==> src/inc/dcu_regs.svh <==
`ifndef DCU_REGS_SVH
`define DCU_REGS_SVH
// Register word indices on the plain register port
`define DCU_ADDR_CONTROL 2'h0
`define DCU_ADDR_DATA_LOW 2'h1
`define DCU_ADDR_DATA_HIGH 2'h2
`define DCU_ADDR_WORD 2'h3
// Control field positions
`define DCU_ENABLE_BIT 7
`define DCU_SOURCE_HI 4
`define DCU_SOURCE_LO 3
`define DCU_JUSTIFY_HI 2
`define DCU_JUSTIFY_LO 0
// Writable control bits; bits 6 and 5 are not stored
`define DCU_CONTROL_MASK 8'h9f
// Reset values
`define DCU_CONTROL_RESET 8'h00
`define DCU_DATA_RESET 8'h00
`define DCU_WORD_RESET 12'h000
`endif

==> src/inc/dcu_pkg.sv <==
package dcu_pkg;
   // Update source encodings
   typedef enum logic [1:0] {
      DCU_SRC_HIGH_WRITE = 2'h0,
      DCU_SRC_TIMER3 = 2'h1,
      DCU_SRC_TIMER4 = 2'h2,
      DCU_SRC_TIMER2 = 2'h3
   } dcu_source_t;
   // Register port request
   typedef struct packed {
      logic [1:0] addr;
      logic [7:0] wdata;
      logic wr;
      logic rd;
   } dcu_req_t;
   // Overflow strobes from the timers
   typedef struct packed {
      logic timer2;
      logic timer3;
      logic timer4;
   } dcu_ovf_t;
endpackage : dcu_pkg

==> src/core/dcu_justify.sv <==
`timescale 1ns/1ps
module dcu_justify (
   // Raw bytes and format
   input wire logic [7:0] high_byte,
   input wire logic [7:0] low_byte,
   input wire logic [2:0] justify,
   // Twelve-bit word
   output logic [11:0] word
);
   // Pure shift; low bits below the format are dropped
   always_comb begin
      word = {high_byte[3:0], low_byte}; // RULE6
      if (justify[2]) begin
         word = {high_byte, low_byte[7:4]}; // RULE10 RULE12
      end else begin
         case (justify[1:0])
            2'h0: word = {high_byte[3:0], low_byte}; // RULE6
            2'h1: word = {high_byte[4:0], low_byte[7:1]}; // RULE7 RULE12
            2'h2: word = {high_byte[5:0], low_byte[7:2]}; // RULE8 RULE12
            2'h3: word = {high_byte[6:0], low_byte[7:3]}; // RULE9 RULE12
            default: word = {high_byte[3:0], low_byte};
         endcase
      end
   end
endmodule : dcu_justify

==> src/core/dcu_top.sv <==
`timescale 1ns/1ps
`include "dcu_regs.svh"
// What this block does
// (RULE1) Enable bit 0 turns the output pin off and holds the converter in shutdown.
// (RULE2) Enable bit 1 drives the output pin and keeps the converter running.
// (RULE3) Control bits 6 and 5 read as zero and ignore writes.
// (RULE4) Source 00 updates the converter when the high data byte is written.
// (RULE5) Source 01, 10, 11 update on timer 3, timer 4, timer 2 overflow.
// (RULE6) Format 000 takes high[3:0] and all of the low byte.
// (RULE7) Format 001 takes high[4:0] and low[7:1].
// (RULE8) Format 010 takes high[5:0] and low[7:2].
// (RULE9) Format 011 takes high[6:0] and low[7:3].
// (RULE10) Format 1xx takes high[7:0] and low[7:4].
// (RULE11) In timer modes written data waits until the chosen overflow.
// (RULE12) Low byte bits below the chosen format never reach the word.
module dcu_top (
   // Clock and reset
   input wire logic CLK,
   input wire logic RESET_N,
   // Register port
   input wire logic [1:0] ADDR,
   input wire logic [7:0] WDATA,
   input wire logic WR,
   input wire logic RD,
   output logic [7:0] RDATA,
   // Timer overflow strobes, same clock
   input wire logic OVF_TIMER2,
   input wire logic OVF_TIMER3,
   input wire logic OVF_TIMER4,
   // Converter side
   output logic [11:0] CONV_WORD,
   output logic CONV_UPDATE,
   output logic CONV_SHUTDOWN,
   output logic PIN_OE
);
   // ==========================================================
   // Reset release
   // Assert is immediate; release waits two edges so no flop sees it mid-setup
   logic rst_meta;
   logic rst_n;
   always_ff @(posedge CLK or negedge RESET_N) begin
      if (!RESET_N) begin
         rst_meta <= 1'b0;
         rst_n <= 1'b0;
      end else begin
         rst_meta <= 1'b1;
         rst_n <= rst_meta;
      end
   end

   // ==========================================================
   // Request bundling
   // Port and overflow strobes are on this clock, so no synchroniser here
   dcu_pkg::dcu_req_t req;
   dcu_pkg::dcu_ovf_t ovf;
   assign req = '{addr: ADDR, wdata: WDATA, wr: WR, rd: RD};
   assign ovf = '{timer2: OVF_TIMER2, timer3: OVF_TIMER3, timer4: OVF_TIMER4};

   // ==========================================================
   // Registers
   logic [7:0] control;
   logic [7:0] data_low_byte;
   logic [7:0] data_high_byte;
   logic converter_enable_bit;
   dcu_pkg::dcu_source_t update_source_select;
   logic [2:0] data_justify_select;
   assign converter_enable_bit = control[`DCU_ENABLE_BIT];
   assign update_source_select =
      dcu_pkg::dcu_source_t'(control[`DCU_SOURCE_HI:`DCU_SOURCE_LO]);
   assign data_justify_select = control[`DCU_JUSTIFY_HI:`DCU_JUSTIFY_LO];

   // Control write; unused bits are never stored
   always_ff @(posedge CLK or negedge rst_n) begin
      if (!rst_n) begin
         control <= `DCU_CONTROL_RESET;
      end else if (req.wr && req.addr == `DCU_ADDR_CONTROL) begin
         control <= req.wdata & `DCU_CONTROL_MASK; // RULE3
      end
   end

   // Data bytes are only holding registers until an update
   always_ff @(posedge CLK or negedge rst_n) begin
      if (!rst_n) begin
         data_low_byte <= `DCU_DATA_RESET;
         data_high_byte <= `DCU_DATA_RESET;
      end else if (req.wr) begin
         if (req.addr == `DCU_ADDR_DATA_LOW) begin
            data_low_byte <= req.wdata;
         end
         if (req.addr == `DCU_ADDR_DATA_HIGH) begin
            data_high_byte <= req.wdata;
         end
      end
   end

   // ==========================================================
   // Justification
   // Two copies: stored bytes for timer loads, write-port byte for source 00
   logic [11:0] pending_word;
   logic [11:0] write_word;
   dcu_justify u_pend (
      .high_byte(data_high_byte),
      .low_byte(data_low_byte),
      .justify(data_justify_select),
      .word(pending_word)
   );
   // Word seen with the incoming high byte, so a high-byte write updates at once
   dcu_justify u_wr (
      .high_byte(req.wdata),
      .low_byte(data_low_byte),
      .justify(data_justify_select),
      .word(write_word)
   );

   // ==========================================================
   // Update trigger selection
   // Only one trigger is live at a time; the others are simply ignored
   logic high_write;
   logic next_update;
   assign high_write = req.wr && req.addr == `DCU_ADDR_DATA_HIGH;
   always_comb begin
      case (update_source_select)
         dcu_pkg::DCU_SRC_HIGH_WRITE: next_update = high_write; // RULE4
         dcu_pkg::DCU_SRC_TIMER3: next_update = ovf.timer3; // RULE5
         dcu_pkg::DCU_SRC_TIMER4: next_update = ovf.timer4; // RULE5
         dcu_pkg::DCU_SRC_TIMER2: next_update = ovf.timer2; // RULE5
         default: next_update = 1'b0;
      endcase
   end

   // Converter word only moves on the chosen trigger
   always_ff @(posedge CLK or negedge rst_n) begin
      if (!rst_n) begin
         CONV_WORD <= `DCU_WORD_RESET;
         CONV_UPDATE <= 1'b0;
      end else begin
         CONV_UPDATE <= next_update;
         if (next_update) begin
            if (update_source_select == dcu_pkg::DCU_SRC_HIGH_WRITE) begin
               CONV_WORD <= write_word; // RULE4
            end else begin
               CONV_WORD <= pending_word; // RULE11
            end
         end
      end
   end

   // ==========================================================
   // Power and pin control
   always_ff @(posedge CLK or negedge rst_n) begin
      if (!rst_n) begin
         CONV_SHUTDOWN <= 1'b1;
         PIN_OE <= 1'b0;
      end else begin
         CONV_SHUTDOWN <= !converter_enable_bit; // RULE1 RULE2
         PIN_OE <= converter_enable_bit; // RULE1 RULE2
      end
   end

   // ==========================================================
   // Read port; data one cycle after the strobe
   // Idle cycles read zero so a stale byte never looks like an answer
   always_ff @(posedge CLK or negedge rst_n) begin
      if (!rst_n) begin
         RDATA <= 8'h00;
      end else if (req.rd) begin
         case (req.addr)
            `DCU_ADDR_CONTROL: RDATA <= control & `DCU_CONTROL_MASK; // RULE3
            `DCU_ADDR_DATA_LOW: RDATA <= data_low_byte;
            `DCU_ADDR_DATA_HIGH: RDATA <= data_high_byte;
            `DCU_ADDR_WORD: RDATA <= CONV_WORD[11:4];
            default: RDATA <= 8'h00;
         endcase
      end else begin
         RDATA <= 8'h00;
      end
   end

   // ==========================================================
   // Checks
   // They watch the port pins and the stored registers
   // Read-back of the control register drops bits 6 and 5
   unused_zero_a: assert property (@(posedge CLK) disable iff (!rst_n) // RULE3
      (RD && ADDR == `DCU_ADDR_CONTROL) |=> RDATA[6:5] == 2'h0)
      else $error("unused control bits read nonzero");

   // Disable reaches the pin two edges after the write
   shutdown_off_a: assert property (@(posedge CLK) disable iff (!rst_n) // RULE1
      (WR && ADDR == `DCU_ADDR_CONTROL && !WDATA[7]) |=> ##1 (CONV_SHUTDOWN && !PIN_OE))
      else $error("converter not shut down after disable");

   // Enable reaches the pin two edges after the write
   enable_on_a: assert property (@(posedge CLK) disable iff (!rst_n) // RULE2
      (WR && ADDR == `DCU_ADDR_CONTROL && WDATA[7]) |=> ##1 (!CONV_SHUTDOWN && PIN_OE))
      else $error("converter not enabled");

   // Source 00 loads on the high byte write
   high_write_a: assert property (@(posedge CLK) disable iff (!rst_n) // RULE4
      (high_write && control[4:3] == 2'h0) |=> CONV_UPDATE)
      else $error("high byte write did not update");

   // Timer 3 overflow loads in source 01
   timer3_upd_a: assert property (@(posedge CLK) disable iff (!rst_n) // RULE5
      (OVF_TIMER3 && control[4:3] == 2'h1) |=> CONV_UPDATE)
      else $error("timer 3 overflow did not update");

   // Word holds between triggers in timer modes
   timer_hold_a: assert property (@(posedge CLK) disable iff (!rst_n) // RULE11
      (control[4:3] != 2'h0 && !next_update) |=> $stable(CONV_WORD))
      else $error("word moved without trigger");

   // Timer loads in format 000
   fmt_zero_a: assert property (@(posedge CLK) disable iff (!rst_n) // RULE6
      (next_update && control[4:3] != 2'h0 && control[2:0] == 3'h0)
      |=> CONV_WORD == {$past(data_high_byte[3:0]), $past(data_low_byte)})
      else $error("format 000 word wrong");

   // Timer loads in format 1xx
   fmt_wide_a: assert property (@(posedge CLK) disable iff (!rst_n) // RULE10
      (next_update && control[4:3] != 2'h0 && control[2])
      |=> CONV_WORD == {$past(data_high_byte), $past(data_low_byte[7:4])})
      else $error("format 1xx word wrong");

   // Timer loads in format 010
   fmt_mid_a: assert property (@(posedge CLK) disable iff (!rst_n) // RULE8
      (next_update && control[4:3] != 2'h0 && control[2:0] == 3'h2)
      |=> CONV_WORD == {$past(data_high_byte[5:0]), $past(data_low_byte[7:2])})
      else $error("format 010 word wrong");

   // Timer 4 overflow loads in source 10
   timer4_upd_a: assert property (@(posedge CLK) disable iff (!rst_n) // RULE5
      (OVF_TIMER4 && update_source_select == dcu_pkg::DCU_SRC_TIMER4) |=> CONV_UPDATE)
      else $error("timer 4 overflow did not update");

   // Timer 2 overflow loads in source 11
   timer2_upd_a: assert property (@(posedge CLK) disable iff (!rst_n) // RULE5
      (OVF_TIMER2 && update_source_select == dcu_pkg::DCU_SRC_TIMER2) |=> CONV_UPDATE)
      else $error("timer 2 overflow did not update");

   // Strobes of the other timers must not load in source 01
   other_timer_a: assert property (@(posedge CLK) disable iff (!rst_n) // RULE5
      (update_source_select == dcu_pkg::DCU_SRC_TIMER3 && !OVF_TIMER3) |=> !CONV_UPDATE)
      else $error("unselected overflow updated");

   // Source 00 ignores every overflow strobe
   strobe_ignored_a: assert property (@(posedge CLK) disable iff (!rst_n) // RULE4
      (update_source_select == dcu_pkg::DCU_SRC_HIGH_WRITE && !high_write)
      |=> !CONV_UPDATE)
      else $error("update without high byte write");

   // A high byte write alone never loads in a timer mode
   high_ignored_a: assert property (@(posedge CLK) disable iff (!rst_n) // RULE11
      (high_write && update_source_select != dcu_pkg::DCU_SRC_HIGH_WRITE
         && !OVF_TIMER2 && !OVF_TIMER3 && !OVF_TIMER4)
      |=> (!CONV_UPDATE && $stable(CONV_WORD)))
      else $error("high byte write loaded in timer mode");

   // Unused control bits are never held, whatever was written
   unused_held_a: assert property (@(posedge CLK) disable iff (!rst_n) // RULE3
      (WR && ADDR == `DCU_ADDR_CONTROL) |=> control[6:5] == 2'h0)
      else $error("unused control bits stored");

   // Source 00 takes the high byte straight from the write port
   wr_fmt0_a: assert property (@(posedge CLK) disable iff (!rst_n) // RULE6
      (high_write && update_source_select == dcu_pkg::DCU_SRC_HIGH_WRITE
         && data_justify_select == 3'h0)
      |=> CONV_WORD == {$past(WDATA[3:0]), $past(data_low_byte)})
      else $error("format 000 write word wrong");

   // Source 00 in format 001
   wr_fmt1_a: assert property (@(posedge CLK) disable iff (!rst_n) // RULE7
      (high_write && update_source_select == dcu_pkg::DCU_SRC_HIGH_WRITE
         && data_justify_select == 3'h1)
      |=> CONV_WORD == {$past(WDATA[4:0]), $past(data_low_byte[7:1])})
      else $error("format 001 write word wrong");

   // Source 00 in format 010
   wr_fmt2_a: assert property (@(posedge CLK) disable iff (!rst_n) // RULE8
      (high_write && update_source_select == dcu_pkg::DCU_SRC_HIGH_WRITE
         && data_justify_select == 3'h2)
      |=> CONV_WORD == {$past(WDATA[5:0]), $past(data_low_byte[7:2])})
      else $error("format 010 write word wrong");

   // Source 00 in format 011
   wr_fmt3_a: assert property (@(posedge CLK) disable iff (!rst_n) // RULE9
      (high_write && update_source_select == dcu_pkg::DCU_SRC_HIGH_WRITE
         && data_justify_select == 3'h3)
      |=> CONV_WORD == {$past(WDATA[6:0]), $past(data_low_byte[7:3])})
      else $error("format 011 write word wrong");

   // Source 00 in format 1xx
   wr_fmt4_a: assert property (@(posedge CLK) disable iff (!rst_n) // RULE10
      (high_write && update_source_select == dcu_pkg::DCU_SRC_HIGH_WRITE
         && data_justify_select[2])
      |=> CONV_WORD == {$past(WDATA), $past(data_low_byte[7:4])})
      else $error("format 1xx write word wrong");

   // In the widest format the low nibble of the low byte is dropped
   low_drop_a: assert property (@(posedge CLK) disable iff (!rst_n) // RULE12
      (next_update && data_justify_select[2])
      |=> CONV_WORD[3:0] == $past(data_low_byte[7:4]))
      else $error("dropped low bits reached the word");
endmodule : dcu_top

==> config.mk <==
export PLATFORM = sky130hd
export DESIGN_NAME = dcu_top
export DESIGN_NICKNAME = d
export VERILOG_FILES = /design/src/inc/dcu_pkg.sv /design/src/core/dcu_justify.sv /design/src/core/dcu_top.sv
export VERILOG_INCLUDE_DIRS = /design/src /design/src/inc
export SDC_FILE = /design/constraint.sdc
export NUM_CORES = 1
export LEC_CHECK = 0
export CAP_MARGIN = 20
export CORE_MARGIN = 2
export CORE_UTILIZATION = 35
export CTS_CLUSTER_SIZE = 20
export DETAILED_ROUTE_END_ITERATION = 16
export DONT_BUFFER_PORTS = 1
export PLACE_DENSITY_LB_ADDON = 0.05
export SYNTH_ARGS = -nofsm -noshare
export SYNTH_HDL_FRONTEND = slang
export SYNTH_SLANG_ARGS = --single-unit
==> constraint.sdc <==
create_clock -name CLK -period 2.2 [get_ports CLK]
set_input_delay 0.55 -clock CLK [delete_from_list [all_inputs] [get_ports CLK]]
set_output_delay 0.55 -clock CLK [all_outputs]
set_load 0.1 [all_outputs]
=== Word-level counts from Yosys, hierarchy flattened ===
Cells that the tools add are included.

* Register bits after elaboration: 47

* Equality and inequality tests: 9
* Multiplexer cells: 8
* Reductions and logical operators: 8

{| class="wikitable"
|+ Operators with widths
! kind !! count
|-
| case mux 12 bit (4 select lines) || 2
|-
| 2-to-1 mux 12 bit || 3
|-
| case mux 8 bit (4 select lines) || 1
|-
| == test 2 bit (second input constant) || 6
|-
| 2-to-1 mux 8 bit || 1
|-
| == test 2 x 1 -> 1 bit (second input constant) || 3
|-
| logical NOT 2 bit || 3
|-
| case mux 1 bit (4 select lines) || 1
|-
| AND reduction 2 bit || 2
|-
| logical AND 1 bit || 2
|-
| logical NOT 1 bit || 1
|}

=== Logic depth before layout (Yosys ltp) ===
* Depth in word-level cells: 4
* Mapped depth: 6
* Depth with buffers taken out: 5

=== Modules after synthesis ===
From an unflattened synthesis, not the netlist that was laid out.

* Cells, all modules: 219
* Area, all modules: 2,702.6 sq um

{| class="wikitable"
|+ By module, submodules not included
! module !! times used !! cells an instance !! area an instance (sq um) !! sequential area each (sq um)
|-
| dcu_top || 1 || 131 || 2,004.4 || 1,177.4
|-
| dcu_justify || 2 || 44 || 349.1 || 0.0
|}

=== Least setup slack after synthesis ===
OpenSTA, ideal clock, no wires.

* Path type: input -> register
* Start point: in ADDR[0]
* End point: reg CONV_WORD[6]
* Arrival: 1.630 ns
* Required time: 2.078 ns
* Setup slack: 0.448 ns
* Cell stages on the path: 4
* Cell sequence: nand3b_4 mux4_2 buf_6 a22o_1

* Word-level cells in the longest chain between the ends: 3

{| class="wikitable"
|+ Ends and longest elaborated chain
! element !! line !! source
|-
| from (decl) || dcu_top.sv:21 || <nowiki>input wire logic [1:0] ADDR,</nowiki>
|-
| == test 2 bit (no source line) || - ||
|-
| logical AND 1 bit (no source line) || - ||
|-
| case mux 1 bit (4 select lines) || dcu_top.sv:122 || <nowiki>case (update_source_select)</nowiki>
|-
| to (signal assigned) || dcu_top.sv:134 || <nowiki>CONV_WORD <= `DCU_WORD_RESET;</nowiki>
|-
| to (signal assigned) || dcu_top.sv:140 || <nowiki>CONV_WORD <= write_word;</nowiki>
|-
| to (signal assigned) || dcu_top.sv:142 || <nowiki>CONV_WORD <= pending_word;</nowiki>
|-
| to (decl) || dcu_top.sv:31 || <nowiki>output logic [11:0] CONV_WORD,</nowiki>
|}

Every way passes these cells.
A chain may end at the register's enable or synchronous reset.

=== Worst setup path in the final report ===
* Start point: reg control[0]
* End point: reg CONV_WORD[4]

* Word-level cells in the longest chain between the ends: 4
* Elaborated cells on any way between the ends: 9

{| class="wikitable"
|+ Ends and longest elaborated chain
! element !! line !! source
|-
| from (decl) || dcu_top.sv:61 || <nowiki>logic [7:0] control;</nowiki>
|-
| from (signal assigned) || dcu_top.sv:75 || <nowiki>control <= `DCU_CONTROL_RESET;</nowiki>
|-
| from (signal assigned) || dcu_top.sv:77 || <nowiki>control <= req.wdata & `DCU_CONTROL_MASK;</nowiki>
|-
| == test 2 bit, or another cell as far along || dcu_justify.sv:16 || <nowiki>case (justify[1:0])</nowiki>
|-
| case mux 12 bit (4 select lines) || dcu_justify.sv:16 ||
|-
| 2-to-1 mux 12 bit || dcu_justify.sv:13 || <nowiki>if (justify[2]) begin</nowiki>
|-
| 2-to-1 mux 12 bit * || dcu_top.sv:139 || <nowiki>if (update_source_select == dcu_pkg::DCU_SRC_HIGH_WRITE) begin</nowiki>
|}

Mark *: on every way between the ends. The rest lies on a longest branch, timed or not.

==> out/metrics.csv <==
metric,value,unit
"critical path fanouts, max",15,
internal power,2.15,mW
routed vias/inst,5.53,
ANT cells,0,
Max Clock Freq,525,MHz
chip height,89.4,um
GRT Total Usage,17.7,%
Post-Syn Nets,204,
DRT antenna net count,0,
DRT Pass-1 Iters,4,
CP Capture Type,flop,
"Primary FF master, synth",dfrtp_1,
"CTS clk-pin slew, worst paths",0.09,ns
Flop pwr share,36.1,%
FF-to-FF setup slack,0.30,ns
die area,8000,um2
clock share of power,18.2,%
clock buffer depth,2,
syn avg cell area,13.7,um2
combinational power share,45.6,%
min Tclk post-route,1.90,ns
vias in the first global route,1764,
Setup CP Type,flop to flop,
Hold Path Class,flop to asynchronous set/reset pin,
row cnt,31,
Clock Latency Late Sink,0.30,ns
gp weighted congestion,0.874,
area of the multi-input gates,1290,um2
fin. max-slew vios,0,
TritonCTS Sinks,47,
Worst Setup Start Kind,flop,
gr ovfl total,0,
FF-to-FF End,CONV_WORD[4],
largest net degree at the start of global routing,27,
sequential-to-total area share from yosys stat,46.1,%
"FFs w/ async S/R, synth",100,%
DP Worst Slack,0.271,ns
final worst slack,0.296,ns
Synth top area share,45.1,%
fraction of layout cells with a size suffix above 1,40.8,%
maxcap violations,0,
crit path to,CONV_WORD[4],
Net Sw Frac,47.8,%
PortBufs,0,
Leak,1.27,nW
Pwr Density,1380,nW/um2
RR Startpoint,control[0],
antenna violations before repair,0,
top cell type by total area after synthesis,dfrtp_1,
CTS buffer count,5,
area growth from synthesis to layout,16.9,%
Worst Tran Pin Value,0.958,ns
fillers,669,
number of library cell types mapped by synthesis,41,
Final setup viols,0,
post-route setup TNS,0,ns
vias,1725,
CTS H-tree depth,2,
Post-Synthesis Cells,187,
Post-route DRC,0,
fin crit share,86.5,%
final core occ,41.6,%
number of flops mapped to enable cells by yosys,0,
VDD IR-drop max,442,uV
clk_skew,0.0116,ns
HPWL after DPL,4.73,mm
Switching Power,1.97,mW
Yosys warning count,0,
Die X,89.4,um
routed wire length,6.50,mm
Critical Path AT,2.10,ns
DRC marker count from the first detailed-route iteration,154,
final hold violations,0,
largest cells by area after synthesis,"dfrtp_1 (45%), mux4_2 (18%), mux2_2 (9.7%), mux2i_1 (4.7%), and2_1 (1.5%)",
CP required,2.40,ns
Slew Limit Headroom,36.2,%
CTS tree,yes,
RSZ-0062 raised after global routing,no,
IO Pins,40,
total core area,7180,um2
clk root buf,clkbuf_8,
Starting Density,35.6,%
status,"finished, final reports clean",
Reg2Reg Depth,5,
Nets,229,
drt wl/cell,20.8,um
worst setup path start,control[0],
first-pass GRT wire length,10.4,mm
Yosys reg bits,47,
Netlist Area Pre-Place,2550,um2
FF+latch area,1180,um2
synth_stat cells (2+ instances only):
library cell and count:
dfrtp_1 46, mux2_2 22, mux4_2 20, mux2i_1 12, nand2_1 9, and2_1 6
buf_2 6, nor2b_1 6, o21ai_1 5, a211o_1 4, a21oi_1 4, a22o_1 4
inv_1 4, a21o_1 3, clkbuf_1 3, nor2_1 3, o21ai_0 3, a211oi_1 2
a22oi_1 2, o211ai_1 2
flip-flops by register name, summed over array words and instances, names as in the netlist, 6 cells and up:
signal          cells
CONV_WORD          12
RDATA               8
data_high_byte      8
control             6
data_low_byte       8
worst min path at each step:
| stage | from | to | cells past startpoint |
|---|---|---|---|
| floorplan | RESET_N | rst_meta | 0 |
| global placement | RESET_N | rst_meta | 0 |
| detailed placement | RESET_N | rst_n | 0 |
| CTS | rst_n | data_low_byte[2] | 0 |
| global route | rst_n | CONV_WORD[5] | 0 |
| finish | rst_n | data_low_byte[2] | 0 |
logic make-up after synthesis:
kind of cell | after synthesis | share of synthesized area [%]
multiplexers | 55 | 33.1
AND/OR/NAND/NOR | 34 | 8.28
AO/OA/AOI/OAI | 33 | 9.16
buffers and inverters | 17 | 3.23
flip-flops | 47 | 46.1
other | 1 | 0.147
worst max-delay path, stage by stage (launching register included):
cell and delay [ns]:
dfrtp_1 0.61, buf_4 0.31, mux4_2 0.52, nor2_1 0.12, a211oi_2 0.06, a21o_1 0.18
cells in the final DEF (no fill, tap or decap), types with 4 or more instances in the layout:
cell type	instances
a22o_1	4
o21ai_1	5
nor2b_1	6
and2_1	6
clkbuf_8	5
a21oi_1	4
nand2_1	9
buf_4	27
mux2_2	22
dfrtp_1	45
inv_1	4
mux2i_1	12
mux4_2	20
a211o_1	4
what timing repair did:
item | CTS | global route
hold buffers | 1 | 0
hold endpoints to repair | 2 | 0
resized for setup | 0 | 0
setup buffers | 0 | 0
metrics by stage:
stage	instance area (um2)	power, mW	std cells	hold slack [ns]
after floorplan	2550	2.98	187	0.254
after global placement	2840	3.39	303	0.254
after detailed placement	2840	3.40	303	0.254
after CTS	2980	4.17	312	0.273
after global routing	2980	4.32	312	0.291
final	2980	4.13	312	0.249
cell type report:
type                    count  share of cell area, %
flip-flops and latches     47                   39.5
clock buffers               6                   2.43
multi-input cells         123                   43.4
repair buffers             29                   7.80
clock inverters             2                   2.01
inverters                   6                  0.755
well taps                  99                   4.15
power groups by stage:
stage	registers, mW	clock network, mW	logic, mW
after floorplan	2.29	0	0.688
after global placement	1.50	0	1.89
after detailed placement	1.51	0	1.89
after CTS	1.49	0.779	1.90
after global routing	1.53	0.815	1.98
final	1.49	0.753	1.88
metal layers:
| metal | global-route usage [%] | vias to the layer above | routed length, um |
|---|---|---|---|
| met3 | 4.71 | 12 | 513 |
| met1 | 25.8 | 865 | 2970 |
| met4 | 3.93 | 0 | 76 |
| li1 | - | 760 | - |
| met2 | 26.7 | 88 | 2930 |
| met5 | 0 | - | 0 |
(Power assumes the default switching activity.)
